===== config.mk =====
export PLATFORM = sky130hd
export DESIGN_NAME = timer_channel_group
export DESIGN_NICKNAME = d
export VERILOG_FILES = /design/src/timer_group_pkg.sv /design/src/timer_channel_group.sv
export SDC_FILE = /design/constraint.sdc
export NUM_CORES = 1
export LEC_CHECK = 0
export BUFFER_PORTS_ARGS = -buffer_cell sky130_fd_sc_hd__buf_2
export CAP_MARGIN = 0
export CORE_MARGIN = 3
export CORE_UTILIZATION = 35
export DETAILED_ROUTE_END_ITERATION = 10
export PLACE_DENSITY = 0.58
export SYNTH_ARGS = -nofsm -noshare
export SYNTH_HDL_FRONTEND = slang
export SYNTH_SLANG_ARGS = --single-unit
export TNS_END_PERCENT = 1

===== constraint.sdc =====
create_clock -name core_clk -period 4.7 [get_ports core_clk]
set_input_delay 0.235 -clock core_clk [delete_from_list [all_inputs] [get_ports core_clk]]
set_output_delay 0.235 -clock core_clk [all_outputs]
set_load 0.02 [all_outputs]

===== src/timer_group_pkg.sv =====
// ---------------------------------------------------------------------------
// Shared constants of the channel grouping block
// ---------------------------------------------------------------------------
package timer_group_pkg;

  // Number of channels and default counter width.
  localparam int NUM_CH = 8;
  localparam int CNT_W  = 16;

  // Channels that may lead a group: the even ones.
  localparam logic [7:0] MASTER_ELIGIBLE = 8'h55;
  // Channels that may follow a master: all but channel zero.
  localparam logic [7:0] SLAVE_ELIGIBLE  = 8'hfe;
  // Channels that carry the master-link select: two, four and six.
  localparam logic [7:0] LINK_CHANNELS   = 8'h54;
  // Channel zero always heads the first group.
  localparam logic [7:0] FIRST_HEAD      = 8'h01;
  // Only this channel has the external timer pins.
  localparam logic [2:0] PIN_CH          = 3'h6;
  // Channel seven is built outside the shared template.
  localparam logic [2:0] LAST_CH         = 3'h7;

  // Reset values.
  localparam logic [7:0] EVENT_RST       = 8'h00;
  localparam logic       PIN_OUT_RST     = 1'b0;

  // Unit state, one-hot.
  typedef enum logic [2:0] {
    ST_IDLE  = 3'b001,
    ST_RUN   = 3'b010,
    ST_FAULT = 3'b100
  } unit_state_e;

endpackage : timer_group_pkg

===== src/timer_channel_group.sv =====
`timescale 1ns/1ps
module timer_channel_group #(
  parameter int CNT_W = timer_group_pkg::CNT_W
) (
  // Clock and reset.
  input  wire logic                    core_clk,
  input  wire logic                    rst_n,
  // Configuration from software logic on the same clock.
  input  wire logic                    unit_run,
  input  wire logic [7:0]              cfg_master_req,
  input  wire logic [7:0]              cfg_slave_req,
  input  wire logic [7:0]              master_link_select,
  input  wire logic [8*CNT_W-1:0]      cfg_period,
  // External pins of channel six.
  input  wire logic                    channel_timer_input,
  output logic                         channel_timer_output,
  // Status.
  output logic                         group_running,
  output logic                         group_fault,
  output logic [7:0]                   master_event,
  output logic [7:0]                   slave_event,
  output logic [23:0]                  chan_owner
);
  import timer_group_pkg::*;

  // -------------------------------------------------------------------------
  // Grouping decode
  // -------------------------------------------------------------------------

  // Finds the nearest lower channel that heads a group.
  function automatic logic [2:0] owner_of(input int ch,
                                          input logic [7:0] head);
    owner_of = 3'h0;
    for (int j = 0; j < 8; j++) begin
      if (j < ch && head[j]) begin
        owner_of = 3'(j);
      end
    end
  endfunction : owner_of

  // Group heads: channel zero, plus linked even channels.
  wire logic [7:0] head = FIRST_HEAD |
                          (master_link_select & LINK_CHANNELS);
  // Owner of each channel, packed three bits per channel.
  logic [23:0] owner_w;
  // Slave requests that break the grouping.
  logic [7:0]  slave_bad;

  // Each channel looks down to its nearest head; a head between
  // hides any lower master, which keeps groups disjoint.
  always_comb begin
    for (int i = 0; i < 8; i++) begin
      owner_w[3*i +: 3] = owner_of(i, head);
      slave_bad[i] = cfg_slave_req[i] &
                     (~SLAVE_ELIGIBLE[i] |
                      ~cfg_master_req[owner_of(i, head)] |
                      cfg_master_req[i]);
    end
  end

  // A master request is legal only on an even head.
  wire logic master_bad = |(cfg_master_req &
                            ~(MASTER_ELIGIBLE & head));
  // The whole grouping is legal when no channel objects.
  wire logic grouping_ok = ~master_bad & ~|slave_bad;

  // -------------------------------------------------------------------------
  // Unit state
  // -------------------------------------------------------------------------

  // Current and next unit state.
  unit_state_e state;
  unit_state_e next_state;

  // A bad grouping stops all counting until software drops the run
  // request; resuming silently could leave slaves tied to a wrong head.
  always_comb begin
    next_state = state;
    case (state)
      ST_IDLE: begin
        if (unit_run) begin
          next_state = grouping_ok ? ST_RUN : ST_FAULT;
        end
      end
      ST_RUN: begin
        if (!unit_run) begin
          next_state = ST_IDLE;
        end else if (!grouping_ok) begin
          next_state = ST_FAULT;
        end
      end
      ST_FAULT: begin
        if (!unit_run) begin
          next_state = ST_IDLE;
        end
      end
      default: next_state = ST_IDLE;
    endcase
  end

  // State register.
  always_ff @(posedge core_clk or negedge rst_n) begin
    if (!rst_n) begin
      state <= ST_IDLE;
    end else begin
      state <= next_state;
    end
  end

  // Counting is allowed only while the grouping is legal and running.
  wire logic running = (state == ST_RUN);

  // -------------------------------------------------------------------------
  // Master counters
  // -------------------------------------------------------------------------

  // One down-counter per channel; only masters use theirs.
  logic [CNT_W-1:0] cnt [8];
  // Terminal count of each master counter.
  logic [7:0]       cnt_zero;

  // The master counts its period down and reloads at zero, so a
  // period value P gives one event every P+1 cycles.
  always_comb begin
    for (int i = 0; i < 8; i++) begin
      cnt_zero[i] = running & cfg_master_req[i] &
                    (cnt[i] == '0);
    end
  end

  // Counter registers, loaded from the period while not running.
  always_ff @(posedge core_clk or negedge rst_n) begin
    if (!rst_n) begin
      for (int i = 0; i < 8; i++) begin
        cnt[i] <= '0;
      end
    end else begin
      for (int i = 0; i < 8; i++) begin
        if (!running || cnt_zero[i]) begin
          cnt[i] <= cfg_period[CNT_W*i +: CNT_W];
        end else begin
          cnt[i] <= cnt[i] - 1'b1;
        end
      end
    end
  end

  // -------------------------------------------------------------------------
  // Event routing
  // -------------------------------------------------------------------------

  // Slave event: the owner's registered master event, one cycle later.
  logic [7:0] next_slave;

  // Every slave of a head sees the same event, so one master can
  // drive any number of followers in the same cycle.
  always_comb begin
    for (int i = 0; i < 8; i++) begin
      next_slave[i] = running & cfg_slave_req[i] & SLAVE_ELIGIBLE[i] &
                      master_event[owner_w[3*i +: 3]];
    end
  end

  // Event and owner registers.
  always_ff @(posedge core_clk or negedge rst_n) begin
    if (!rst_n) begin
      master_event  <= EVENT_RST;
      slave_event   <= EVENT_RST;
      chan_owner    <= '0;
      group_running <= 1'b0;
      group_fault   <= 1'b0;
    end else begin
      master_event  <= cnt_zero;
      slave_event   <= next_slave;
      chan_owner    <= owner_w;
      group_running <= (next_state == ST_RUN);
      group_fault   <= (next_state == ST_FAULT);
    end
  end

  // -------------------------------------------------------------------------
  // Channel six pins
  // -------------------------------------------------------------------------

  // Two-stage synchroniser, then an edge detector on the second stage.
  logic pin_meta;
  logic pin_sync;
  logic pin_prev;
  // Rising edge on the input pin, only used when channel six is free.
  wire logic pin_edge = pin_sync & ~pin_prev;
  wire logic six_free = ~cfg_master_req[PIN_CH] & ~cfg_slave_req[PIN_CH];
  // Toggle source for the output pin.
  wire logic six_hit  = master_event[PIN_CH] | slave_event[PIN_CH] |
                        (running & six_free & pin_edge);

  // The other channels have no pins; channel seven stays pinless too.
  always_ff @(posedge core_clk or negedge rst_n) begin
    if (!rst_n) begin
      pin_meta             <= 1'b0;
      pin_sync             <= 1'b0;
      pin_prev             <= 1'b0;
      channel_timer_output <= PIN_OUT_RST;
    end else begin
      pin_meta             <= channel_timer_input;
      pin_sync             <= pin_meta;
      pin_prev             <= pin_sync;
      channel_timer_output <= channel_timer_output ^ six_hit;
    end
  end
endmodule : timer_channel_group


==> metrics.txt, run 1 <==
status=completed; Post-synth EDFFs=0; CTS tree=yes; final setup TNS=0 ps; Fmax=338 MHz; Post-CTS Setup Repair Bufs=0; worst path buffer plus inverter count=1; setup violators final=0; Seq cells post-synth=157; CP max stage cell=o21ai_2; Netlist Area Pre-Place=0.00789 mm²; initial core utilization=0.359; HPWL after DPL=13800 µm; die area=0.0244 mm²; drt drc=0; Async SR Flop Fraction=1.00; CP startpoint kind=flip-flop; grt met3 use=0.0458; Wirelength per Cell=14.4 µm; met1 Use GR=0.212; Yosys top cell by area=dfrtp_1; Tot Pwr=3.15 mW; Final min period=2960 ps; final core occ=0.444; Num CTS Buffers=17; post-route ant nets=0; crit-path cells=inv_1 -> ha_1 -> or4b_1 -> or4_4 -> o21ai_2 -> o21ai_0; # resized after CTS=0; Congestion Overflow GR=0; RSZ-0062 raised after global routing=no; clk root buf=clkbuf_16; FF-to-FF setup slack=1740 ps; worst skew pair latency=420 ps; Least-Margin Pin Slew=1040 ps; Rows=54; Main synth FF type=dfrtp_1; CORE AREA=0.0220 mm²; total track usage=0.158; max cap viols=0; YS warnings=0; Initial DRC Count=251; Tcrit/Tclk final=0.630; Mean Syn Cell Area=9.32 µm²; Sink Count=157; IO buf count=176; register area share after synthesis=0.498; met2 usage=0.248; Fin Hold WS=23.3 ps; Crit Path Max Fanout=32; GRT busiest layer=met2; Fillers=2115; share of cells above drive strength 1=0.221; Lkg Pwr=4.34 nW; clk buf depth=2; Area contributors post-synth=dfrtp_1, xnor2_1, nand2_1; max-slew violation count=0; Hold Path Class=in -> reg; initial antenna violation count=5; P&R area growth vs syn=23.5%; delay-heaviest family, CP=simple AND/OR/NAND/NOR gates; Vias/cell=4.76; I/O Pins=199; Worst Path Required=4950 ps; Clock transition at path regs=70 ps; Pwr Density=323 mW/mm²; vias in the first global route=6160; Netlist cell types=57; Critical Path AT=3210 ps; TritonRoute pass-1 iters=4; gp weighted congestion=0.816; DIE HEIGHT=156 µm; # hold bufs at CTS=21; slew margin rel.=0.306; H-tree Lvls=4; VDD IR max=220 µV; Final Hold Fails=0; Setup CP Type=reg -> reg; Die X=156 µm; first-pass GRT wire length=30700 µm; most frequent cell after synthesis=dfrtp_1; WL final=19200 µm; detailed-route via count=6347; top cell type's share of synthesized area=0.495; synth cell count leaders=dfrtp_1, nand2_1, nor2_1, o21ai_0, xnor2_1; # nets final=1201; crit end category=flip-flop; post-synthesis instance total=846; Critical Path Max Stage Delay=830 ps; Layout Skew=10.8 ps; largest net degree at the start of global routing=71
[metrics by stage]
stage	instance area (µm²)	setup WS (ps)	std cells
after CTS	9730	1720	1330
after detailed placement	8960	1690	1277
final	9740	1740	1333
after global routing	9740	1380	1333
after global placement	8960	1770	1277
after floorplan	7950	2470	862
[tightest hold or removal path, stage by stage]
cell	delay, ps
buf_2	80
nand2_1	30
o21ai_0	60
[flip-flops by register name, summed over array words and instances (netlist names)]
register and flops:
group_fault 1, pin_sync 1, chan_owner 5, cnt 128
pin_meta 1, pin_prev 1, master_event 8, channel_timer_output 1
group_running 1, slave_event 7, state 3
[metal layers]
metal,vias up,part of all wire
met4,4,0.021
met3,25,0.050
met5,-,0.0014
met1,2932,0.47
met2,138,0.46
li1,3248,-
[power by group]
part	internal [mW]	switching, mW	total [mW]
clock	0.780	0.556	1.34
combinational	0.152	0.165	0.316
sequential	1.43	0.0687	1.50
total	2.36	0.789	3.15
[cell families (layout without fill, tap and decap cells)]
kind of cell / Yosys count / count (layout) / share of synthesized area
xor gates and xnor gates: 106 / 106 / 0.118
AOI/OAI and AO/OA: 150 / 150 / 0.103
buffers and inverters: 73 / 261 / 0.0485
DFF: 157 / 157 / 0.498
other: 1 / 20 / 0.000476
and+or+nand+nor: 344 / 344 / 0.209
adders and majority gates: 8 / 8 / 0.0127
muxes: 7 / 7 / 0.00999
[path summary, 6_finish.rpt]
kind / depth (start not counted) / end / start
worst max-delay path: 6 / cnt[58] / cnt[48]
worst min-delay path: 3 / cnt[33] / cfg_period[81]
worst max register to register: 6 / cnt[58] / cnt[48]
worst min register to register: 0 / pin_sync / pin_meta
max in group asynchronous: 3 / cnt[45] / rst_n
min in group asynchronous: 2 / cnt[84] / rst_n
[placed cells by master (no fill, tap or decap), drive strengths merged, types with 9 or more instances in the layout]
master       count
o21ai           84
or3             10
nor2            95
nand2          111
nand4            9
dfrtp          156
nor4            19
nand3           10
a21oi           45
conb            17
clkbuf          21
inv             25
xor2            41
xnor2           65
buf            183
dlygate4sd3     21
nor3            43
[layout make-up]
type,instances,area [µm²],share of cell area
tap,280,350,0.0360
clock inverter,11,120,0.0123
timing repair buffer,204,1150,0.118
multi-input combinational,632,3650,0.375
inverter,25,93.8,0.00963
clock buffer,21,440,0.0452
sequential,157,3930,0.403
antenna,3,7.51,0.000771
Note: power is estimated with default switching activity, not from simulation.
==> inputs of run 2 (changes only) <==
- ABC_AREA: unset -> 1
- PLACE_DENSITY: 0.58 -> 0.57
- clock period: 4.7 -> 2.9 ns (I/O delays scaled with it)
==> run 2 against run 1 <==
Hold slack gained 6.8 ps. Clock skew is 3.6 ps higher. Cell count increased by 40%. Clock power up 76%. Critical path depth up 3. Count of clock-buffer cells in the layout is 2 lower. Synthesized cell count up 43%. First-iteration DRC count up 65%. Non-clock buffer count increased by 120. Wire length grew 26%. Total power up 74%. Largest cell class is now multi-input gates. Highest routed layer is now met4.
==> metrics.txt, run 2 <==
# nets final=1693 (+41%); share of cells above drive strength 1=0.144 (-0.0769); max reg flops=128 (unchanged); Sink Count=157 (unchanged); worst hold path endpoint=master_event[3]; Synth Area in Adders=0.0113 (-0.00142); share of synthesized area spent on multiplexers=0 (-0.0100); Setup CP Type=reg -> reg; Seq cells post-synth=157 (unchanged); detailed-route via count=8349 (+32%); Fmax=483 MHz (+43%); setup violators final=0 (unchanged); CORE AREA=0.0246 mm² (+12%); Yosys top cell by area=dfrtp_1; synth cell count leaders=nand2_1, nor2_1, dfrtp_1, inv_1, o21ai_0; initial core utilization=0.361 (+0.00170); slew margin rel.=0.571 (+0.265); Final Hold Fails=0 (unchanged); max cap viols=0 (unchanged); DIE HEIGHT=165 µm (+5.9%); Tcrit/Tclk final=0.714 (+0.0842); Clock transition at path regs=70 ps (about the same); Top reg by flops=cnt; Post-Synth Simple-Gate Area=0.328 (+0.119); Async SR Flop Fraction=1.00 (unchanged); Critical Path Max Stage Delay=400 ps (-430 ps); Hold Path Class=in -> reg; internal power=4.06 mW (+72%); hold path depth=3 (unchanged); top cell type's share of synthesized area=0.440 (-0.0553); Netlist Area Pre-Place=0.00888 mm² (+13%); first-pass GRT wire length=38900 µm (+27%); Vias/cell=4.47 (-6.1%); post-route ant nets=0 (unchanged); delay-heaviest family, CP=simple AND/OR/NAND/NOR gates; CTS tree=yes; Least-Margin Pin Slew=644 ps (-397 ps); CP most frequent cell=nand2_1; TritonRoute pass-1 iters=5 (+1); Rows=57 (+5.6%); hold path start=cfg_master_req[3]; Wirelength per Cell=12.9 µm (-10%); Main synth FF type=dfrtp_1; clock network fraction of total power=0.432 (+0.008); sequential power share=0.439 (-0.036); drt drc=0 (unchanged); final core occ=0.490 (+0.0463); CP startpoint kind=flip-flop; clk root buf=clkbuf_16; complex-gate fraction of the synthesized area=0.0496 (-0.0537); max-slew violation count=0 (unchanged); register area share after synthesis=0.443 (-0.0557); post-synthesis instance total=1208 (+43%); XOR/XNOR Fraction of Synth Area=0.0986 (-0.0191); gp weighted congestion=0.932 (+14%); largest net degree at the start of global routing=67 (-5.6%); FF-to-FF setup slack=830 ps (-910 ps); IO buf count=176 (unchanged); setup ws final=830 ps (-911 ps); VDD IR max=351 µV (+60%); proportion of power drawn by combinational gates=0.129 (+0.029); H-tree Lvls=4 (unchanged); CP max stage cell=dfrtp_1; Congestion Overflow GR=0 (unchanged); Crit Path Max Fanout=27 (-16%); Num CTS Buffers=17 (unchanged); status=completed; switching part of the total power=0.259 (+0.00793); final setup TNS=0 ps (unchanged); Crit Reg-Reg Startpoint=cnt[48]; YS warnings=0 (unchanged); Worst Path Required=3210 ps (-1740 ps); vias in the first global route=8027 (+30%); P_sw=1.42 mW (+79%); initial antenna violation count=2 (-3); Lkg Pwr=5.86 nW (+35%); most frequent cell after synthesis=nand2_1; I/O Pins=199 (unchanged); Critical Path AT=2380 ps (-830 ps); Netlist cell types=23 (-60%); Area contributors post-synth=dfrtp_1, nand2_1, nor2_1; HPWL after DPL=17200 µm (+25%); r2r endpoint=cnt[54]; WL final=24100 µm (+26%); Final min period=2070 ps (-889 ps); most common cell after layout, fill and taps aside=nand2_1; Pwr Density=454 mW/mm² (+41%); Largest regs=cnt: 128 flops, master_event: 8 flops, slave_event: 7 flops; Initial DRC Count=415 (+65%); die area=0.0273 mm² (+12%); R2R cell count=9 (+3); Fin Hold WS=30.1 ps (+6.83 ps); RSZ-0062 raised after global routing=no; largest family of logic cells by synthesized area=simple AND/OR/NAND/NOR gates; Post-synth EDFFs=0 (unchanged); most frequent cells in the layout=nand2_1, nor2_1, buf_2; worst skew pair latency=420 ps (about the same); crit end category=flip-flop; Layout Skew=14.4 ps (+3.56 ps); total track usage=0.178 (+0.0201); worst path buffer plus inverter count=2 (+1); Mean Syn Cell Area=7.35 µm² (-21%); crit-path cells=inv_1 -> ha_1 -> nand2_1 -> nor2_1 -> nand4_1 -> nand2_2 -> inv_1 -> nand2_1 -> nand2_1; clk buf depth=2 (unchanged); Die X=165 µm (+5.9%); Setup WS pre-CTS=861 ps (-824 ps); Post-CTS Setup Repair Bufs=0 (unchanged); P&R area growth vs syn=35.8%
## run 2: changes by cell type in the layout (fill, tap and decap cells not counted), moves of 9 or more
| cell | change |
|---|---|
| a21oi_1 | -44 |
| dlygate4sd3_1 | +121 |
| inv_1 | +62 |
| nand2_1 | +320 |
| nand3_1 | +22 |
| nand4_1 | +24 |
| nor2_1 | +115 |
| nor3_1 | -27 |
| nor4_1 | -19 |
| or3_1 | -9 |
| xnor2_1 | -15 |
| xor2_1 | +9 |
## run 2: final cells by class
| class | count | area (µm²) |
|---|---|---|
| fillers | 2424 | 12600 |
| multi-input cells | 942 | 4390 |
| flip-flops and latches | 157 | 3930 |
| repair buffers | 324 | 2380 |
| clock buffers | 19 | 453 |
| well taps | 324 | 405 |
| inverters | 87 | 327 |
| clock inverters | 12 | 163 |
| diodes | 2 | 5.00 |
## run 2: how the worst max path moves through the flow
stage	endpoint	from	slack, ps	cells past startpoint
detailed placement	cnt[19]	cnt[16]	860	9
floorplan	cnt[103]	cnt[96]	1390	8
global route	cnt[57]	cnt[48]	600	9
global placement	cnt[25]	cnt[16]	910	9
CTS	cnt[30]	cnt[16]	830	9
finish	cnt[54]	cnt[48]	830	9
## run 2: repair_timing
| action | in CTS | in global routing |
|---|---|---|
| hold endpoints to repair | 205 | 0 |
| resized for setup | 0 | 0 |
| hold buffers | 142 | 0 |
## run 2: logic make-up after synthesis
| group | Yosys count |
|---|---|
| and+or+nand+nor | 730 |
| DFF | 157 |
| buffers and inverters | 125 |
| xor gates and xnor gates | 100 |
| AOI/OAI and AO/OA | 87 |
| adders and majority gates | 8 |
| other | 1 |
## run 2: per-layer routing
| metal | up-vias | track usage | share of wire |
|---|---|---|---|
| li1 | 4377 | - | - |
| met1 | 3786 | 0.242 | 0.47 |
| met2 | 171 | 0.290 | 0.46 |
| met3 | 15 | 0.0419 | 0.053 |
| met4 | 0 | 0.0404 | 0.012 |
| met5 | - | 0 | 0 |
## run 2: stage by stage
| stage | area (µm²) | cells | power (mW) |
|---|---|---|---|
| finish | 12100 | 1867 | 5.47 |
| global route | 12100 | 1867 | 5.75 |
| CTS | 12000 | 1865 | 5.55 |
| detailed placement | 10000 | 1692 | 3.00 |
| floorplan | 8940 | 1224 | 2.76 |
| global placement | 10000 | 1692 | 3.00 |
## run 2: power by group through the flow
| stage | Combinational [mW] | Clock (mW) | Sequential (mW) |
|---|---|---|---|
| 4_1_cts | 0.711 | 2.44 | 2.40 |
| 6_report | 0.706 | 2.36 | 2.40 |
| 2_1_floorplan | 0.331 | 0 | 2.43 |
| 5_1_grt | 0.803 | 2.53 | 2.42 |
| 3_3_place_gp | 0.554 | 0 | 2.44 |
| 3_5_place_dp | 0.561 | 0 | 2.44 |
## run 2: tightest hold or removal path, cell delays in order
cell	delay, ps
buf_2	130
nand3_1	80
nor2_1	50
